--- src/rtl/fsf_pkg.sv ---
// package: constants and carriers for the fifo status flag block
package fsf_pkg;
   localparam int DEPTH = 256;
   localparam int DATA_W = 18;
   localparam int OFS_W = 12;
   localparam int ADDR_W = 8;
   localparam logic [11:0] EMPTY_OFS_RST = 12'h007;
   localparam logic [11:0] FULL_OFS_RST = 12'h007;
   localparam logic [7:0] REG_STATUS = 8'h00;
   localparam logic [7:0] REG_LEVEL = 8'h04;
   localparam logic [7:0] REG_EMPTY_OFS = 8'h08;
   localparam logic [7:0] REG_FULL_OFS = 8'h0C;
   localparam logic [1:0] RESP_OKAY = 2'h0;
   localparam logic [1:0] RESP_SLVERR = 2'h2;

   typedef enum logic {CFG_WAIT, CFG_HELD} fsf_cfg_state_t;
   typedef enum logic {OFS_EMPTY, OFS_FULL} fsf_ofs_sel_t;

   typedef struct packed {
      logic show_ahead;
      logic sync_flags;
      logic daisy;
   } fsf_cfg_t;

   // status register layout, bit 0 is full_out
   typedef struct packed {
      logic ofs_next_full;
      logic daisy;
      logic sync_flags;
      logic show_ahead;
      logic half_full_n;
      logic almost_empty_n;
      logic almost_full_n;
      logic empty_out;
      logic full_out;
   } fsf_status_t;

   typedef struct packed {
      logic valid;
      logic [7:0] addr;
      logic [31:0] data;
      logic [3:0] strb;
   } fsf_regwr_t;
endpackage

--- src/rtl/fsf_axil.sv ---
// module: axi4-lite slave front end for the fifo flag registers
`timescale 1ns/1ps
`default_nettype none
module fsf_axil (
   input wire logic aclk, // system clock
   input wire logic aresetn, // synchronous reset, active low
   input wire logic [7:0] s_axi_awaddr, // write address
   input wire logic s_axi_awvalid, // write address valid
   output logic s_axi_awready, // write address ready
   input wire logic [31:0] s_axi_wdata, // write data
   input wire logic [3:0] s_axi_wstrb, // write byte strobes
   input wire logic s_axi_wvalid, // write data valid
   output logic s_axi_wready, // write data ready
   output logic [1:0] s_axi_bresp, // write response
   output logic s_axi_bvalid, // write response valid
   input wire logic s_axi_bready, // write response ready
   input wire logic [7:0] s_axi_araddr, // read address
   input wire logic s_axi_arvalid, // read address valid
   output logic s_axi_arready, // read address ready
   output logic [31:0] s_axi_rdata, // read data
   output logic [1:0] s_axi_rresp, // read response
   output logic s_axi_rvalid, // read data valid
   input wire logic s_axi_rready, // read data ready
   output fsf_pkg::fsf_regwr_t regwr, // register write command
   input wire logic wr_err, // write address not writable
   output logic [7:0] rd_addr, // aligned read address
   input wire logic [31:0] rd_data, // read value for rd_addr
   input wire logic rd_err // read address unmapped
);
   logic aw_held, next_aw_held, w_held, next_w_held;
   logic [7:0] waddr, next_waddr;
   logic [31:0] wdata, next_wdata;
   logic [3:0] wstrb, next_wstrb;
   logic next_bvalid, next_rvalid;
   logic [1:0] next_bresp, next_rresp;
   logic [31:0] next_rdata;

   assign s_axi_awready = !aw_held && !s_axi_bvalid;
   assign s_axi_wready = !w_held && !s_axi_bvalid;
   assign s_axi_arready = !s_axi_rvalid;
   assign rd_addr = {s_axi_araddr[7:2], 2'b00};
   assign regwr = '{valid: aw_held && w_held, addr: waddr, data: wdata, strb: wstrb};

   always_comb begin
      next_aw_held = aw_held;
      next_w_held = w_held;
      next_waddr = waddr;
      next_wdata = wdata;
      next_wstrb = wstrb;
      next_bvalid = s_axi_bvalid;
      next_bresp = s_axi_bresp;
      next_rvalid = s_axi_rvalid;
      next_rresp = s_axi_rresp;
      next_rdata = s_axi_rdata;
      if (s_axi_awvalid && s_axi_awready) begin
         next_aw_held = 1'b1;
         next_waddr = {s_axi_awaddr[7:2], 2'b00};
      end
      if (s_axi_wvalid && s_axi_wready) begin
         next_w_held = 1'b1;
         next_wdata = s_axi_wdata;
         next_wstrb = s_axi_wstrb;
      end
      if (aw_held && w_held) begin
         next_aw_held = 1'b0;
         next_w_held = 1'b0;
         next_bvalid = 1'b1;
         next_bresp = wr_err ? fsf_pkg::RESP_SLVERR : fsf_pkg::RESP_OKAY;
      end else if (s_axi_bvalid && s_axi_bready) begin
         next_bvalid = 1'b0;
      end
      if (s_axi_arvalid && s_axi_arready) begin
         next_rvalid = 1'b1;
         next_rdata = rd_data;
         next_rresp = rd_err ? fsf_pkg::RESP_SLVERR : fsf_pkg::RESP_OKAY;
      end else if (s_axi_rvalid && s_axi_rready) begin
         next_rvalid = 1'b0;
      end
   end

   always_ff @(posedge aclk) begin
      if (!aresetn) begin
         aw_held <= 1'b0;
         w_held <= 1'b0;
         waddr <= 8'h00;
         wdata <= 32'h0000_0000;
         wstrb <= 4'h0;
         s_axi_bvalid <= 1'b0;
         s_axi_bresp <= fsf_pkg::RESP_OKAY;
         s_axi_rvalid <= 1'b0;
         s_axi_rresp <= fsf_pkg::RESP_OKAY;
         s_axi_rdata <= 32'h0000_0000;
      end else begin
         aw_held <= next_aw_held;
         w_held <= next_w_held;
         waddr <= next_waddr;
         wdata <= next_wdata;
         wstrb <= next_wstrb;
         s_axi_bvalid <= next_bvalid;
         s_axi_bresp <= next_bresp;
         s_axi_rvalid <= next_rvalid;
         s_axi_rresp <= next_rresp;
         s_axi_rdata <= next_rdata;
      end
   end
endmodule
`default_nettype wire

--- src/rtl/fsf_flags.sv ---
// module: status flags, chain pulses and offsets of one fifo channel
//
// Design decisions made here: the register addresses and the AXI4-Lite register port.
`timescale 1ns/1ps
`default_nettype none
module fsf_flags #(
   parameter int DEPTH = fsf_pkg::DEPTH,
   parameter int DATA_W = fsf_pkg::DATA_W,
   parameter int OFS_W = fsf_pkg::OFS_W
) (
   input wire logic aclk, // system clock
   input wire logic aresetn, // synchronous reset, active low
   input wire logic [7:0] s_axi_awaddr, // write address
   input wire logic s_axi_awvalid, // write address valid
   output logic s_axi_awready, // write address ready
   input wire logic [31:0] s_axi_wdata, // write data
   input wire logic [3:0] s_axi_wstrb, // write byte strobes
   input wire logic s_axi_wvalid, // write data valid
   output logic s_axi_wready, // write data ready
   output logic [1:0] s_axi_bresp, // write response
   output logic s_axi_bvalid, // write response valid
   input wire logic s_axi_bready, // write response ready
   input wire logic [7:0] s_axi_araddr, // read address
   input wire logic s_axi_arvalid, // read address valid
   output logic s_axi_arready, // read address ready
   output logic [31:0] s_axi_rdata, // read data
   output logic [1:0] s_axi_rresp, // read response
   output logic s_axi_rvalid, // read data valid
   input wire logic s_axi_rready, // read data ready
   input wire logic wr_tick, // write side clock edge enable
   input wire logic rd_tick, // read side clock edge enable
   input wire logic wr_req, // write strobe, high to write
   input wire logic rd_req, // read strobe, high to read
   input wire logic offset_load_n, // low routes writes to offsets
   input wire logic [OFS_W-1:0] offset_data, // offset value to load
   input wire logic first_load_sel, // mode pin, sampled at reset
   input wire logic read_chain_in, // mode pin, sampled at reset
   input wire logic write_chain_in, // mode pin, sampled at reset
   input wire logic output_drive_n, // data output enable pin, low drives
   input wire logic [DATA_W-1:0] ram_rdata, // ram word at ram_raddr
   output logic [$clog2(DEPTH)-1:0] ram_waddr, // ram write address
   output logic ram_we, // ram write strobe
   output logic [$clog2(DEPTH)-1:0] ram_raddr, // ram read address
   output logic [DATA_W-1:0] read_data_out, // output data register
   output logic read_data_oe, // output enable of read_data_out
   output logic full_ready_n, // full flag or input ready
   output logic empty_ready_n, // empty flag or output ready
   output logic almost_full_n, // programmable almost full
   output logic almost_empty_n, // programmable almost empty
   output logic write_chain_out, // half full or write chain pulse
   output logic read_chain_out // read chain pulse
);
   localparam int MW = $clog2(DEPTH + 1);
   localparam int PW = $clog2(DEPTH);
   localparam int XW = OFS_W + 2;

   function automatic logic [OFS_W-1:0] merge(input logic [OFS_W-1:0] old,
                                            input logic [31:0] data,
                                            input logic [3:0] strb);
      logic [31:0] w;
      w = 32'(old);
      for (int i = 0; i < 4; i++) begin
         if (strb[i]) begin
            w[8*i +: 8] = data[8*i +: 8];
         end
      end
      return w[OFS_W-1:0];
   endfunction

   fsf_pkg::fsf_regwr_t regwr;
   logic wr_err, rd_err;
   logic [7:0] rd_addr;
   logic [31:0] rd_data;

   fsf_axil u_axil (
      .aclk(aclk),
      .aresetn(aresetn),
      .s_axi_awaddr(s_axi_awaddr),
      .s_axi_awvalid(s_axi_awvalid),
      .s_axi_awready(s_axi_awready),
      .s_axi_wdata(s_axi_wdata),
      .s_axi_wstrb(s_axi_wstrb),
      .s_axi_wvalid(s_axi_wvalid),
      .s_axi_wready(s_axi_wready),
      .s_axi_bresp(s_axi_bresp),
      .s_axi_bvalid(s_axi_bvalid),
      .s_axi_bready(s_axi_bready),
      .s_axi_araddr(s_axi_araddr),
      .s_axi_arvalid(s_axi_arvalid),
      .s_axi_arready(s_axi_arready),
      .s_axi_rdata(s_axi_rdata),
      .s_axi_rresp(s_axi_rresp),
      .s_axi_rvalid(s_axi_rvalid),
      .s_axi_rready(s_axi_rready),
      .regwr(regwr),
      .wr_err(wr_err),
      .rd_addr(rd_addr),
      .rd_data(rd_data),
      .rd_err(rd_err)
   );

   ////////////////////////////////////////////////////////////////////////////////
   // pin synchronisers and mode capture
   logic [3:0] pin_s1, pin_s2;
   fsf_pkg::fsf_cfg_state_t cfg_state, next_cfg_state;
   fsf_pkg::fsf_cfg_t cfg, next_cfg;
   logic run;

   always_ff @(posedge aclk) begin
      pin_s1 <= {output_drive_n, first_load_sel, read_chain_in, write_chain_in};
      pin_s2 <= pin_s1;
   end

   always_comb begin
      next_cfg_state = cfg_state;
      next_cfg = cfg;
      case (cfg_state)
         fsf_pkg::CFG_WAIT: begin
            next_cfg.show_ahead = !pin_s2[1] && pin_s2[0];
            next_cfg.daisy = pin_s2[1] && pin_s2[0];
            next_cfg.sync_flags = pin_s2[2] && !(pin_s2[1] && pin_s2[0]);
            next_cfg_state = fsf_pkg::CFG_HELD;
         end
         fsf_pkg::CFG_HELD: next_cfg_state = fsf_pkg::CFG_HELD;
         default: next_cfg_state = fsf_pkg::CFG_WAIT;
      endcase
   end

   always_ff @(posedge aclk) begin
      if (!aresetn) begin
         cfg_state <= fsf_pkg::CFG_WAIT;
         cfg <= '0;
      end else begin
         cfg_state <= next_cfg_state;
         cfg <= next_cfg;
      end
   end

   assign run = cfg_state == fsf_pkg::CFG_HELD;
   assign read_data_oe = !pin_s2[3];

   ////////////////////////////////////////////////////////////////////////////////
   // word counts, pointers and output register
   logic [MW-1:0] mem_cnt, next_mem;
   logic [PW-1:0] wptr, next_wptr, rptr, next_rptr;
   logic out_valid, next_out_valid, has_data, next_has_data;
   logic [DATA_W-1:0] next_rdata;
   logic [MW:0] next_level, cur_level;
   logic wr_ok, rd_ok, ld, full_n;
   logic wco_pulse, next_wco, rco_pulse, next_rco;

   always_comb begin
      wr_ok = run && wr_tick && wr_req && offset_load_n && full_n;
      if (cfg.show_ahead) begin
         rd_ok = run && rd_tick && rd_req && out_valid;
         ld = run && rd_tick && (mem_cnt != '0) && (!out_valid || rd_req);
      end else begin
         rd_ok = run && rd_tick && rd_req && has_data;
         ld = rd_ok;
      end
      case ({wr_ok, ld})
         2'b10: next_mem = mem_cnt + 1'b1;
         2'b01: next_mem = mem_cnt - 1'b1;
         default: next_mem = mem_cnt;
      endcase
      next_wptr = wr_ok ? wptr + 1'b1 : wptr;
      next_rptr = ld ? rptr + 1'b1 : rptr;
      next_out_valid = out_valid;
      if (ld) begin
         next_out_valid = 1'b1;
      end else if (rd_ok) begin
         next_out_valid = 1'b0;
      end
      next_has_data = has_data;
      if (rd_tick) begin
         next_has_data = next_mem != '0;
      end
      next_rdata = ld ? ram_rdata : read_data_out;
      next_wco = cfg.daisy && wr_ok && (wptr == PW'(DEPTH - 1));
      next_rco = cfg.daisy && ld && (rptr == PW'(DEPTH - 1));
      next_level = {1'b0, next_mem} + (MW + 1)'(cfg.show_ahead && next_out_valid);
   end

   always_ff @(posedge aclk) begin
      if (!aresetn) begin
         mem_cnt <= '0;
         wptr <= '0;
         rptr <= '0;
         out_valid <= 1'b0;
         has_data <= 1'b0;
         read_data_out <= '0;
         wco_pulse <= 1'b0;
         rco_pulse <= 1'b0;
      end else begin
         mem_cnt <= next_mem;
         wptr <= next_wptr;
         rptr <= next_rptr;
         out_valid <= next_out_valid;
         has_data <= next_has_data;
         read_data_out <= next_rdata;
         wco_pulse <= next_wco;
         rco_pulse <= next_rco;
      end
   end

   assign cur_level = {1'b0, mem_cnt} + (MW + 1)'(cfg.show_ahead && out_valid);
   assign ram_waddr = wptr;
   assign ram_raddr = rptr;
   assign ram_we = wr_ok;

   ////////////////////////////////////////////////////////////////////////////////
   // offset registers
   fsf_pkg::fsf_ofs_sel_t osel, next_osel;
   logic [OFS_W-1:0] empty_ofs, next_eofs, full_ofs, next_fofs;

   always_comb begin
      next_osel = osel;
      next_eofs = empty_ofs;
      next_fofs = full_ofs;
      if (run && wr_tick && wr_req && !offset_load_n) begin
         case (osel)
            fsf_pkg::OFS_EMPTY: begin
               next_eofs = offset_data;
               next_osel = fsf_pkg::OFS_FULL;
            end
            fsf_pkg::OFS_FULL: begin
               next_fofs = offset_data;
               next_osel = fsf_pkg::OFS_EMPTY;
            end
            default: next_osel = fsf_pkg::OFS_EMPTY;
         endcase
      end else if (regwr.valid && regwr.addr == fsf_pkg::REG_EMPTY_OFS) begin
         next_eofs = merge(empty_ofs, regwr.data, regwr.strb);
      end else if (regwr.valid && regwr.addr == fsf_pkg::REG_FULL_OFS) begin
         next_fofs = merge(full_ofs, regwr.data, regwr.strb);
      end
   end

   always_ff @(posedge aclk) begin
      if (!aresetn) begin
         osel <= fsf_pkg::OFS_EMPTY;
         empty_ofs <= OFS_W'(fsf_pkg::EMPTY_OFS_RST);
         full_ofs <= OFS_W'(fsf_pkg::FULL_OFS_RST);
      end else begin
         osel <= next_osel;
         empty_ofs <= next_eofs;
         full_ofs <= next_fofs;
      end
   end

   ////////////////////////////////////////////////////////////////////////////////
   // full, almost full, almost empty and half full flags
   logic next_full_n, af_n, next_af_n, ae_n, next_ae_n, hf_n, next_hf_n;
   logic [XW-1:0] lvl, cap;
   logic af_hit, ae_hit, hf_hit;

   always_comb begin
      lvl = XW'(next_level);
      cap = cfg.show_ahead ? XW'(DEPTH + 1) : XW'(DEPTH);
      af_hit = (lvl + XW'(full_ofs)) >= cap;
      ae_hit = lvl <= (XW'(empty_ofs) + XW'(cfg.show_ahead));
      hf_hit = XW'(next_mem) > XW'(DEPTH / 2);
      next_full_n = full_n;
      next_af_n = af_n;
      next_ae_n = ae_n;
      next_hf_n = hf_n;
      // a read in the same cycle already counts, so no extra edge of delay
      if (wr_tick) begin
         next_full_n = lvl < cap;
      end
      if (cfg.sync_flags) begin
         if (wr_tick) begin
            next_af_n = !af_hit;
         end
         if (rd_tick) begin
            next_ae_n = !ae_hit;
         end
      end else begin
         if (wr_tick && af_hit) begin
            next_af_n = 1'b0;
         end else if (rd_tick && !af_hit) begin
            next_af_n = 1'b1;
         end
         if (rd_tick && ae_hit) begin
            next_ae_n = 1'b0;
         end else if (wr_tick && !ae_hit) begin
            next_ae_n = 1'b1;
         end
      end
      if (wr_tick && hf_hit) begin
         next_hf_n = 1'b0;
      end else if (rd_tick && !hf_hit) begin
         next_hf_n = 1'b1;
      end
   end

   always_ff @(posedge aclk) begin
      if (!aresetn) begin
         full_n <= 1'b1;
         af_n <= 1'b1;
         ae_n <= 1'b0;
         hf_n <= 1'b1;
      end else begin
         full_n <= next_full_n;
         af_n <= next_af_n;
         ae_n <= next_ae_n;
         hf_n <= next_hf_n;
      end
   end

   assign full_ready_n = cfg.show_ahead ? !full_n : full_n;
   assign empty_ready_n = cfg.show_ahead ? !out_valid : has_data;
   assign almost_full_n = af_n;
   assign almost_empty_n = ae_n;
   assign write_chain_out = cfg.daisy ? !wco_pulse : hf_n;
   assign read_chain_out = !rco_pulse;

   ////////////////////////////////////////////////////////////////////////////////
   // register read decode
   fsf_pkg::fsf_status_t status;

   assign status = '{ofs_next_full: osel == fsf_pkg::OFS_FULL, daisy: cfg.daisy,
                     sync_flags: cfg.sync_flags, show_ahead: cfg.show_ahead,
                     half_full_n: hf_n, almost_empty_n: ae_n, almost_full_n: af_n,
                     empty_out: empty_ready_n, full_out: full_ready_n};
   assign wr_err = !(regwr.addr == fsf_pkg::REG_EMPTY_OFS
                     || regwr.addr == fsf_pkg::REG_FULL_OFS);

   always_comb begin
      rd_data = 32'h0000_0000;
      rd_err = 1'b0;
      case (rd_addr)
         fsf_pkg::REG_STATUS: rd_data = 32'(status);
         fsf_pkg::REG_LEVEL: rd_data = 32'(cur_level);
         fsf_pkg::REG_EMPTY_OFS: rd_data = 32'(empty_ofs);
         fsf_pkg::REG_FULL_OFS: rd_data = 32'(full_ofs);
         default: rd_err = 1'b1;
      endcase
   end
endmodule
`default_nettype wire

--- config.mk ---
export PLATFORM = sky130hd
export DESIGN_NAME = fsf_flags
export DESIGN_NICKNAME = d
export VERILOG_FILES = /design/src/rtl/fsf_pkg.sv /design/src/rtl/fsf_axil.sv /design/src/rtl/fsf_flags.sv
export SDC_FILE = /design/constraint.sdc
export NUM_CORES = 1
export LEC_CHECK = 0
export ABC_AREA = 0
export BUFFER_PORTS_ARGS = -buffer_cell sky130_fd_sc_hd__clkbuf_2
export CORE_MARGIN = 1.5
export CORE_UTILIZATION = 58
export CTS_BUF_LIST = sky130_fd_sc_hd__clkbuf_16
export CTS_CLUSTER_DIAMETER = 50
export DETAILED_ROUTE_END_ITERATION = 7
export GPL_ROUTABILITY_DRIVEN = 0
export GPL_TIMING_DRIVEN = 1
export PLACE_DENSITY = 0.93
export REMOVE_ABC_BUFFERS = 1
export SLEW_MARGIN = 20
export SYNTH_ARGS = -nofsm -noshare
export SYNTH_HDL_FRONTEND = slang
export SYNTH_SLANG_ARGS = --single-unit
--- constraint.sdc ---
create_clock -name aclk -period 9.6 [get_ports aclk]
set_clock_uncertainty 0.1 [all_clocks]
set_input_delay 1.44 -clock aclk [delete_from_list [all_inputs] [get_ports aclk]]
set_output_delay 1.44 -clock aclk [all_outputs]
set_load 0.01 [all_outputs]
# Word level (Yosys, flattened, before mapping)
# Index checks and enable logic that the tools add are counted.
dict set report op_classes {
  add_sub_neg 8
  magnitude_cmp 4
  n_eq_ne 14
  n_reduce_logical 73
  mux 37
  n_bitwise 2
}
# op count
set op_table {}
lappend op_table {{12-bit 2-to-1 mux} 7}
lappend op_table {{12-bit one-hot mux with 4 select lines} 1}
lappend op_table {{1-bit logical AND} 36}
lappend op_table {{6-bit by 2-bit equality test with 1-bit output, second input constant} 4}
lappend op_table {{1-bit 2-to-1 mux} 23}
lappend op_table {{9-bit by 1-bit adder with 10-bit output} 2}
lappend op_table {{9-bit one-hot mux with 2 select lines} 1}
lappend op_table {{9-bit nonzero test} 2}
lappend op_table {{8-bit by 1-bit adder with 8-bit output, second input constant} 2}
lappend op_table {{8-bit equality test, second input constant} 2}
lappend op_table {{1-bit zero test} 15}
lappend op_table {{2-bit nonzero test} 7}
lappend op_table {{10-bit by 12-bit adder with 13-bit output} 1}
lappend op_table {{12-bit by 1-bit adder with 13-bit output} 1}
lappend op_table {{13-bit by 9-bit greater-or-equal comparator with 1-bit output} 1}
lappend op_table {{10-bit by 13-bit <= comparator with 1-bit output} 1}
lappend op_table {{10-bit by 9-bit < comparator with 1-bit output} 1}
lappend op_table {{2-bit inequality test, second input constant} 5}
lappend op_table {{9-bit by 1-bit adder with 9-bit output, second input constant} 1}
lappend op_table {{9-bit by 8-bit > comparator with 1-bit output, second input constant} 1}
lappend op_table {{9-bit by 1-bit subtractor with 9-bit output, second input constant} 1}
lappend op_table {{8-bit zero test} 1}
lappend op_table {{8-bit 2-to-1 mux} 1}
lappend op_table {{4-bit AND reduction} 2}
lappend op_table {{other kinds (13)} 19}
dict set report word_totals {
  inputBits 98
  reg_bits 148
}

# Longest topological paths before layout
# Gate-level depths: netlist of run 1.
dict set report logic_depth {
  ltp_word 15
  depth_mapped 24
  depth_no_buf 21
}

# By module
# Synthesis of run 1 repeated with hierarchy kept, for this count alone.
dict set report unflattened {
  hier_cells 987
  area_unflattened_um2 8614.5
}
# module instances seq_area_each_um2 cells_per_inst area_each_um2
set by_module_without_submodules {}
lappend by_module_without_submodules {fsf_flags 1 1761.7 619 5569.1}
lappend by_module_without_submodules {fsf_axil 1 1601.5 368 3045.4}

# Worst setup path before layout of run 1
# Ideal clock, no wire load.
dict set report synth_timing {
  path_type {input to register}
  start {input rd_tick}
  end {register ae_n (netlist: almost_empty_n)}
  setup_time_ps 116
  path_buffers 1
  path_slack_ps 3594
  t_arrival_ps 5791
  path_stages 21
  path_cell_list {clkbuf_1 -> o2111ai_1 -> nor2_1 -> a31oi_1 -> inv_1 -> ha_1 -> ha_1 -> o211ai_1 -> o21a_1 -> o221ai_2 -> or4_4 -> nand2_1 -> nor2b_1 -> ha_1 -> and3_1 -> a221o_1 -> o2111ai_1 -> nand3_1 -> a41oi_1 -> o32ai_1 -> and3_1}
}
dict set report synth_between {
  elab_chain_len 13
}
# item line_no
set synth_lines {}
lappend synth_lines {{from (decl)} fsf_flags.sv:31} ;# input wire logic rd_tick,
lappend synth_lines {{parallel branches: the longest is 13 deep, another holds 10-bit by 13-bit <= comparator with 1-bit output} n/a}
lappend synth_lines {{to (signal assigned)} fsf_flags.sv:306} ;# ae_n <= next_ae_n;
lappend synth_lines {{to (decl)} fsf_flags.sv:253} ;# logic next_full_n, af_n, next_af_n, ae_n, next_ae_n, hf_n, next_hf_n;
# Several ways; the timed one is not identified. The select of a mux whose other input is x is not followed.
# A chain may end at the register's enable or synchronous reset.

# Worst setup path in the final report of run 1
# Ends and elaborated chain as after synthesis.

==> reports/qor.txt, run 1 <==
DP HPWL -> 12400 um
Row cnt -> 39
I/O pin total -> 181
Largest family of logic cells by synthesized area -> simple AND/OR/NAND/NOR gates
Final Setup Violations -> 0
Synthesized area per cell -> 8.64 um^2
Vias per cell -> 6.02
Async set-or-reset flop fraction in the synthesized netlist -> 0%
Setup crit end -> almost_empty_n$_SDFFE_PN0P_
Worst-Margin Slew -> 1.04 ns
Worst setup SP type -> input pin
Synth top cells by count -> dfxtp_1, nor2_1, nand2_1, a21oi_1, mux2i_1
P_sw -> 0.348 mW
Top-area cell type share of the netlist area -> 36.9%
Post-Route WL -> 18300 um
Ant diodes -> 0
Yosys warnings -> 0
Hold slack -> 0.224 ns
Max stage delay on crit path -> 0.82 ns
Max Cap Viol -> 0
Post-Synth Simple-Gate Area -> 20.1%
Global-route wire length before repair -> 29600 um
Post-synthesis register bit count -> 126
Worst reg-to-reg setup slack -> 3.17 ns
CTS buffer count -> 17
CP Data Arrival Time -> 7.11 ns
Fin. max-slew vios -> 0
Global route total overflow -> 0
RSZ-0062 raised after global routing -> no
Antenna viol nets, final -> 0
Post-synthesis sequential area ratio -> 36.9%
Largest net degree at the start of global routing -> 103
Die Area -> 12500 um^2
Postcts setup bufs -> 0
Via count -> 6404
CTS tree -> built
Synth area leaders -> dfxtp_1, ha_1, mux2i_1, nor2_1, nand2_1
FF-to-FF Start -> mem_cnt[2]$_SDFF_PN0_
XOR/XNOR share of the synthesized area -> 4.74%
Worst min path class -> reg2reg
FF-to-FF End -> almost_empty_n$_SDFFE_PN0P_
Crit Path Category -> in2reg
Fin nets -> 1042
Vias in the first global route -> 6076
HP Start -> pin_s1[0]$_DFF_P_
Post-CTS Hold Fix Bufs -> 0
Mean routed wirelength per cell -> 17.2 um
CP Depth -> 21
Gate power share -> 10.6%
Pre-antenna DRT Iters -> 6
Top_reg_cell synth -> dfxtp_1
Core area -> 11500 um^2
Reg power frac -> 40.4%
Critical Path RT -> 9.80 ns
Initial antenna violation count -> 0
Multiplexer area fraction after synthesis -> 9.45%
Die Y -> 112 um
Clock power share -> 48.9%
Top-count cell post-synth -> dfxtp_1
Layout cells sized above 1 -> 21.3%
DRC Markers -> 0
Status -> finished clean
Complex-gate fraction of the synthesized area -> 15.8%
P_int -> 1.03 mW
Pleak -> 3.57 nW
Synth area leader -> dfxtp_1
Slowest CP cell -> a31oi_4
Area grow syn2layout -> 18.1%
Fin crit share -> 71.9%
Worst-case clock buffer depth -> 2
Critical path's top delay family -> compound AO/OA/AOI/OAI gates
Clock slew at reported path FFs -> 0.06 ns
Minimum clock period -> 6.91 ns
Most used cell, CP -> ha_1
Crit path buf inv count -> 2
Clock sinks -> 126
CP endpoint kind -> flop
Hold Fails Final Rpt -> 0
Worst slew margin -> 30.5%
Critical path, cell by cell -> clkbuf_2, o2111ai_1, nor2_1, a31oi_4, inv_1, ha_1, ha_1, o211ai_1, o2111ai_2, o221ai_2, or4_4, nand2_1, nor2b_1, ha_1, and3_1, a221o_1, o2111ai_1, nand3_1, a41oi_1, o32ai_1, and3_1
Total negative slack -> 0 ns
Reg2Reg Depth -> 20
Adder-cell share of the synthesized area -> 6.98%
Worst-Skew Late Latency -> 0.42 ns
CTS root buffer -> clkbuf_16
Initial Util -> 59.7%
Cell Pwr Density -> 171 nW/um^2
Sw Share -> 25.2%
Post-synthesis cell area -> 6840 um^2
FMAX -> 0.145 GHz
Post-synth EDFFs -> 0
CP max FO -> 24
DRC marker count from the first detailed-route iteration -> 675
Netlist cell types -> 71
Peak VDD IR -> 0.174 mV
Worst setup path startpoint -> rd_tick
Die W -> 112 um
GR Util All Layers -> 29.3%
CTS resizes -> 0
IO Port Bufs -> 132
H-tree depth -> 4
Synth Instances -> 792
==> final cells by class <==
| type | instances | area (um^2) |
|---|---|---|
| Tap cell | 143 | 179 |
| Timing Repair Buffer | 134 | 676 |
| Clock buffer | 17 | 425 |
| Fill cell | 806 | 3390 |
| Inverter | 22 | 82.6 |
| Sequential cell | 126 | 2520 |
| Multi-Input combinational cell | 606 | 4000 |
| Clock inverter | 15 | 194 |
==> worst min-delay path by stage <==
| stage | to | slack (ns) | depth (start not counted) |
|---|---|---|---|
| after global routing | pin_s2[0]$_DFF_P_ | 0.23 | 0 |
| after global placement | pin_s2[3]$_DFF_P_ | 0.21 | 0 |
| after floorplan | pin_s2[0]$_DFF_P_ | 0.21 | 0 |
| after CTS | pin_s2[2]$_DFF_P_ | 0.22 | 0 |
| after detailed placement | pin_s2[1]$_DFF_P_ | 0.21 | 0 |
| final | pin_s2[0]$_DFF_P_ | 0.22 | 0 |
==> worst reg2reg max path, stage by stage, from the launching register on <==
cell	delay, ns
dfxtp_1	0.40
nor4_1	0.37
nand3_1	0.20
a31oi_4	0.85
inv_1	0.18
ha_1	0.40
ha_1	0.51
o211ai_1	0.21
o2111ai_2	0.22
o221ai_2	0.20
or4_4	0.59
nand2_1	0.12
nor2b_1	0.25
ha_1	0.28
and3_1	0.18
a221o_1	0.37
o2111ai_1	0.25
nand3_1	0.13
a41oi_1	0.22
o32ai_1	0.09
and3_1	0.20
==> state kept, by name, indices dropped and copies added (netlist names), 2 cells and up <==
register and flops:
cfg 3, full_ofs 12, read_data_out 18, u_axil.wstrb 2, ram_waddr 8, pin_s2 4
u_axil.s_axi_rdata 12, mem_cnt 9, pin_s1 4, u_axil.waddr 6, ram_raddr 8, u_axil.wdata 12
empty_ofs 12
==> metrics by stage <==
stage	area, um^2	setup WS (ns)	util [%]	total power, mW	instances
after global routing	8080	2.42	70.5	1.43	1063
after CTS	8080	2.85	70.5	1.38	1063
after global placement	7460	2.61	65.1	0.704	1031
after detailed placement	7460	2.52	65.1	0.709	1031
final	8080	2.69	70.5	1.38	1063
after floorplan	6590	2.35	-	0.657	754
==> placed cells by master, fill, tap and decap left out, types with 5 or more instances in the layout <==
| cell type | synthesis | routed |
|---|---|---|
| clkbuf_2 | 1 | 132 |
| dfxtp_1 | 126 | 126 |
| nor2_1 | 111 | 111 |
| nand2_1 | 77 | 77 |
| a21oi_1 | 47 | 47 |
| mux2i_1 | 43 | 43 |
| ha_1 | 35 | 35 |
| nand3_1 | 26 | 26 |
| a211oi_1 | 22 | 22 |
| o21ai_0 | 22 | 22 |
| conb_1 | 1 | 22 |
| inv_1 | 22 | 21 |
| xnor2_1 | 20 | 20 |
| xor2_1 | 17 | 17 |
| clkbuf_16 | 0 | 17 |
| nor3_1 | 15 | 15 |
| a22oi_1 | 12 | 12 |
| and2_1 | 9 | 9 |
| nand4_1 | 9 | 9 |
| and3_1 | 8 | 8 |
| nor3b_1 | 7 | 7 |
| mux2_2 | 6 | 6 |
| nor2b_1 | 6 | 6 |
| or3_1 | 6 | 6 |
| mux4_2 | 6 | 6 |
| o221ai_1 | 5 | 5 |
| o211ai_1 | 5 | 5 |
==> layer usage <==
layer  vias up  wire length (um)  track usage [%]
li1       3013                 -                -
met1      2953              7300             35.7
met2       370              8720             49.1
met3        68              1630             7.62
met4         0               650             12.7
met5         -                 0                0
==> power by group through the flow <==
stage,Clock [mW],Combinational [mW],Sequential (mW)
2_1_floorplan,0,0.0918,0.565
3_3_place_gp,0,0.137,0.567
3_5_place_dp,0,0.141,0.568
4_1_cts,0.676,0.144,0.558
5_1_grt,0.705,0.161,0.560
6_report,0.676,0.147,0.558
==> cell families (layout without fill, tap and decap cells) <==
logic type | Yosys count | in the layout
simple gates | 297 | 297
flops | 126 | 126
buf+inv | 81 | 188
xor+xnor | 37 | 37
compound gates | 157 | 157
other cells | 1 | 22
fa+ha+maj | 37 | 37
mux | 56 | 56
No activity file was read; power rests on OpenSTA's default activity.
==> run 2: changes to the inputs <==
--- a/config.mk
+++ b/config.mk
@@ -8,13 +8,13 @@
 export ABC_AREA = 0
 export BUFFER_PORTS_ARGS = -buffer_cell sky130_fd_sc_hd__clkbuf_2
 export CORE_MARGIN = 1.5
-export CORE_UTILIZATION = 58
+export CORE_UTILIZATION = 53
 export CTS_BUF_LIST = sky130_fd_sc_hd__clkbuf_16
 export CTS_CLUSTER_DIAMETER = 50
 export DETAILED_ROUTE_END_ITERATION = 7
 export GPL_ROUTABILITY_DRIVEN = 0
 export GPL_TIMING_DRIVEN = 1
-export PLACE_DENSITY = 0.93
+export PLACE_DENSITY = 0.86
 export REMOVE_ABC_BUFFERS = 1
 export SLEW_MARGIN = 20
 export SYNTH_ARGS = -nofsm -noshare
==> constraint.sdc (replaced) <==
create_clock -name aclk -period 6.7 [get_ports aclk]
set_clock_uncertainty 0.1 [all_clocks]
set_input_delay 1.005 -clock aclk [delete_from_list [all_inputs] [get_ports aclk]]
set_output_delay 1.005 -clock aclk [all_outputs]
set_load 0.01 [all_outputs]
==> reports/qor.txt, run 2 (synthesis results as in run 1) <==
Status -> finished clean
Gate power share -> 10.8%
Sw Share -> 25.5%
Critical path, cell by cell -> clkbuf_2, o2111ai_1, nor2_1, a31oi_4, inv_1, ha_1, ha_1, o211ai_1, o21a_1, o221ai_2, or4_4, nand2_1, nor2b_1, ha_1, and3_1, a221o_1, o2111ai_1, nand3_1, a41oi_1, o32ai_1, and3_1
Most frequent cells in the layout -> clkbuf_2, dfxtp_1, nor2_1
Critical Path RT -> 6.92 ns
Post-Route WL -> 17800 um
CTS tree -> built
Post-route cell area -> 8110 um^2
DRC Markers -> 0
Fin nets -> 1044
RSZ-0062 raised after global routing -> no
Global route total overflow -> 0
CP max FO -> 10
Row cnt -> 41
GR Util All Layers -> 26.2%
Hold slack -> 0.225 ns
Peak VDD IR -> 0.219 mV
Initial Util -> 54.2%
Reg power frac -> 41.3%
Most used cell, CP -> ha_1
Area grow syn2layout -> 18.5%
CP Depth -> 21
CTS root buffer -> clkbuf_16
Max Cap Viol -> 0
Final Setup Violations -> 0
Ant diodes -> 0
Vias per cell -> 5.72
Crit path buf inv count -> 2
FMAX -> 0.176 GHz
Commonest non-fill, non-tap cell in the layout -> clkbuf_2
Die W -> 117 um
Worst min path class -> reg2reg
Placement Cell Area -> 7510 um^2
H-tree depth -> 4
Max stage delay on crit path -> 0.58 ns
Worst hold stages -> 0
Postcts setup bufs -> 0
Fill cell count -> 1032
Clock sinks -> 126
Die Area -> 13600 um^2
Most flops, register -> read_data_out
Die Y -> 117 um
Clock power share -> 47.9%
CP endpoint kind -> flop
P_int -> 1.44 mW
Pre-antenna DRT Iters -> 6
Fin. max-slew vios -> 0
I/O pin total -> 181
Critical path's top delay family -> compound AO/OA/AOI/OAI gates
Final core utilization -> 64.2%
Fin crit share -> 84.9%
Max reg flops -> 18
Global-route wire length before repair -> 27500 um
Vias in the first global route -> 5766
Worst-Skew Late Latency -> 0.43 ns
CTS resizes -> 0
Minimum clock period -> 5.69 ns
Layout cells sized above 1 -> 21.3%
DP HPWL -> 12700 um
Mean routed wirelength per cell -> 16.3 um
CP Data Arrival Time -> 5.91 ns
CTS buffer count -> 17
Place WS -> 0.694 ns
Largest net degree at the start of global routing -> 102
Power Total -> 1.94 mW
Final WS setup -> 1.01 ns
Clock slew at reported path FFs -> 0.06 ns
Antenna viol nets, final -> 0
Core area -> 12600 um^2
Worst slew margin -> 29.3%
IO Port Bufs -> 132
Total negative slack -> 0 ns
Reg2Reg Depth -> 20
Worst-Margin Slew -> 1.06 ns
DRC marker count from the first detailed-route iteration -> 637
Hold Fails Final Rpt -> 0
Inst Count DP -> 1062
Cell Pwr Density -> 239 nW/um^2
P_sw -> 0.493 mW
Crit Path Category -> in2reg
Via count -> 6261
Slowest CP cell -> or4_4
Worst-case clock buffer depth -> 2
Pleak -> 3.57 nW
Post-CTS Hold Fix Bufs -> 0
Initial antenna violation count -> 0
Post-route insts no fill -> 1094
Worst setup SP type -> input pin
run 2: cell type report:
cell class	instances	area (um^2)	area share, %
sequential	126	2520	31.1
tap	172	215	2.65
inverter	22	82.6	1.02
clock buffer	17	425	5.25
multi-input combinational	606	4000	49.3
clock inverter	15	170	2.10
timing repair buffer	136	691	8.52
run 2: power by group through the flow:
stage	Sequential, mW	Clock (mW)	Combinational, mW
final	0.799	0.927	0.209
after global routing	0.802	0.967	0.231
after CTS	0.799	0.931	0.206
after detailed placement	0.814	0	0.203
after global placement	0.813	0	0.198
after floorplan	0.809	0	0.132
run 2: worst register-to-register path: cells and delay by family, from the launching register on:
family	cells	cell delay [ns]
simple gates	7	1.64
buf+inv	1	0.12
compound gates	9	1.91
fa+ha+maj	3	1.08
flops	1	0.67
run 2: layer usage:
metal	routed length [um]	share of wire, %	global-route usage, %
met5	0	0	0
met3	1190	6.7	6.38
met4	465	2.6	11.6
met1	7300	41	32.8
met2	8850	50	43.1
run 2: worst paths after layout:
kind	from	endpoint	slack, ns
setup / recovery	rd_tick	almost_empty_n$_SDFFE_PN0P_	1.01
hold / removal	pin_s1[3]$_DFF_P_	pin_s2[3]$_DFF_P_	0.22
setup reg to reg	cfg[2]$_SDFFE_PN0N_	almost_empty_n$_SDFFE_PN0P_	1.09
hold reg to reg	pin_s1[3]$_DFF_P_	pin_s2[3]$_DFF_P_	0.22
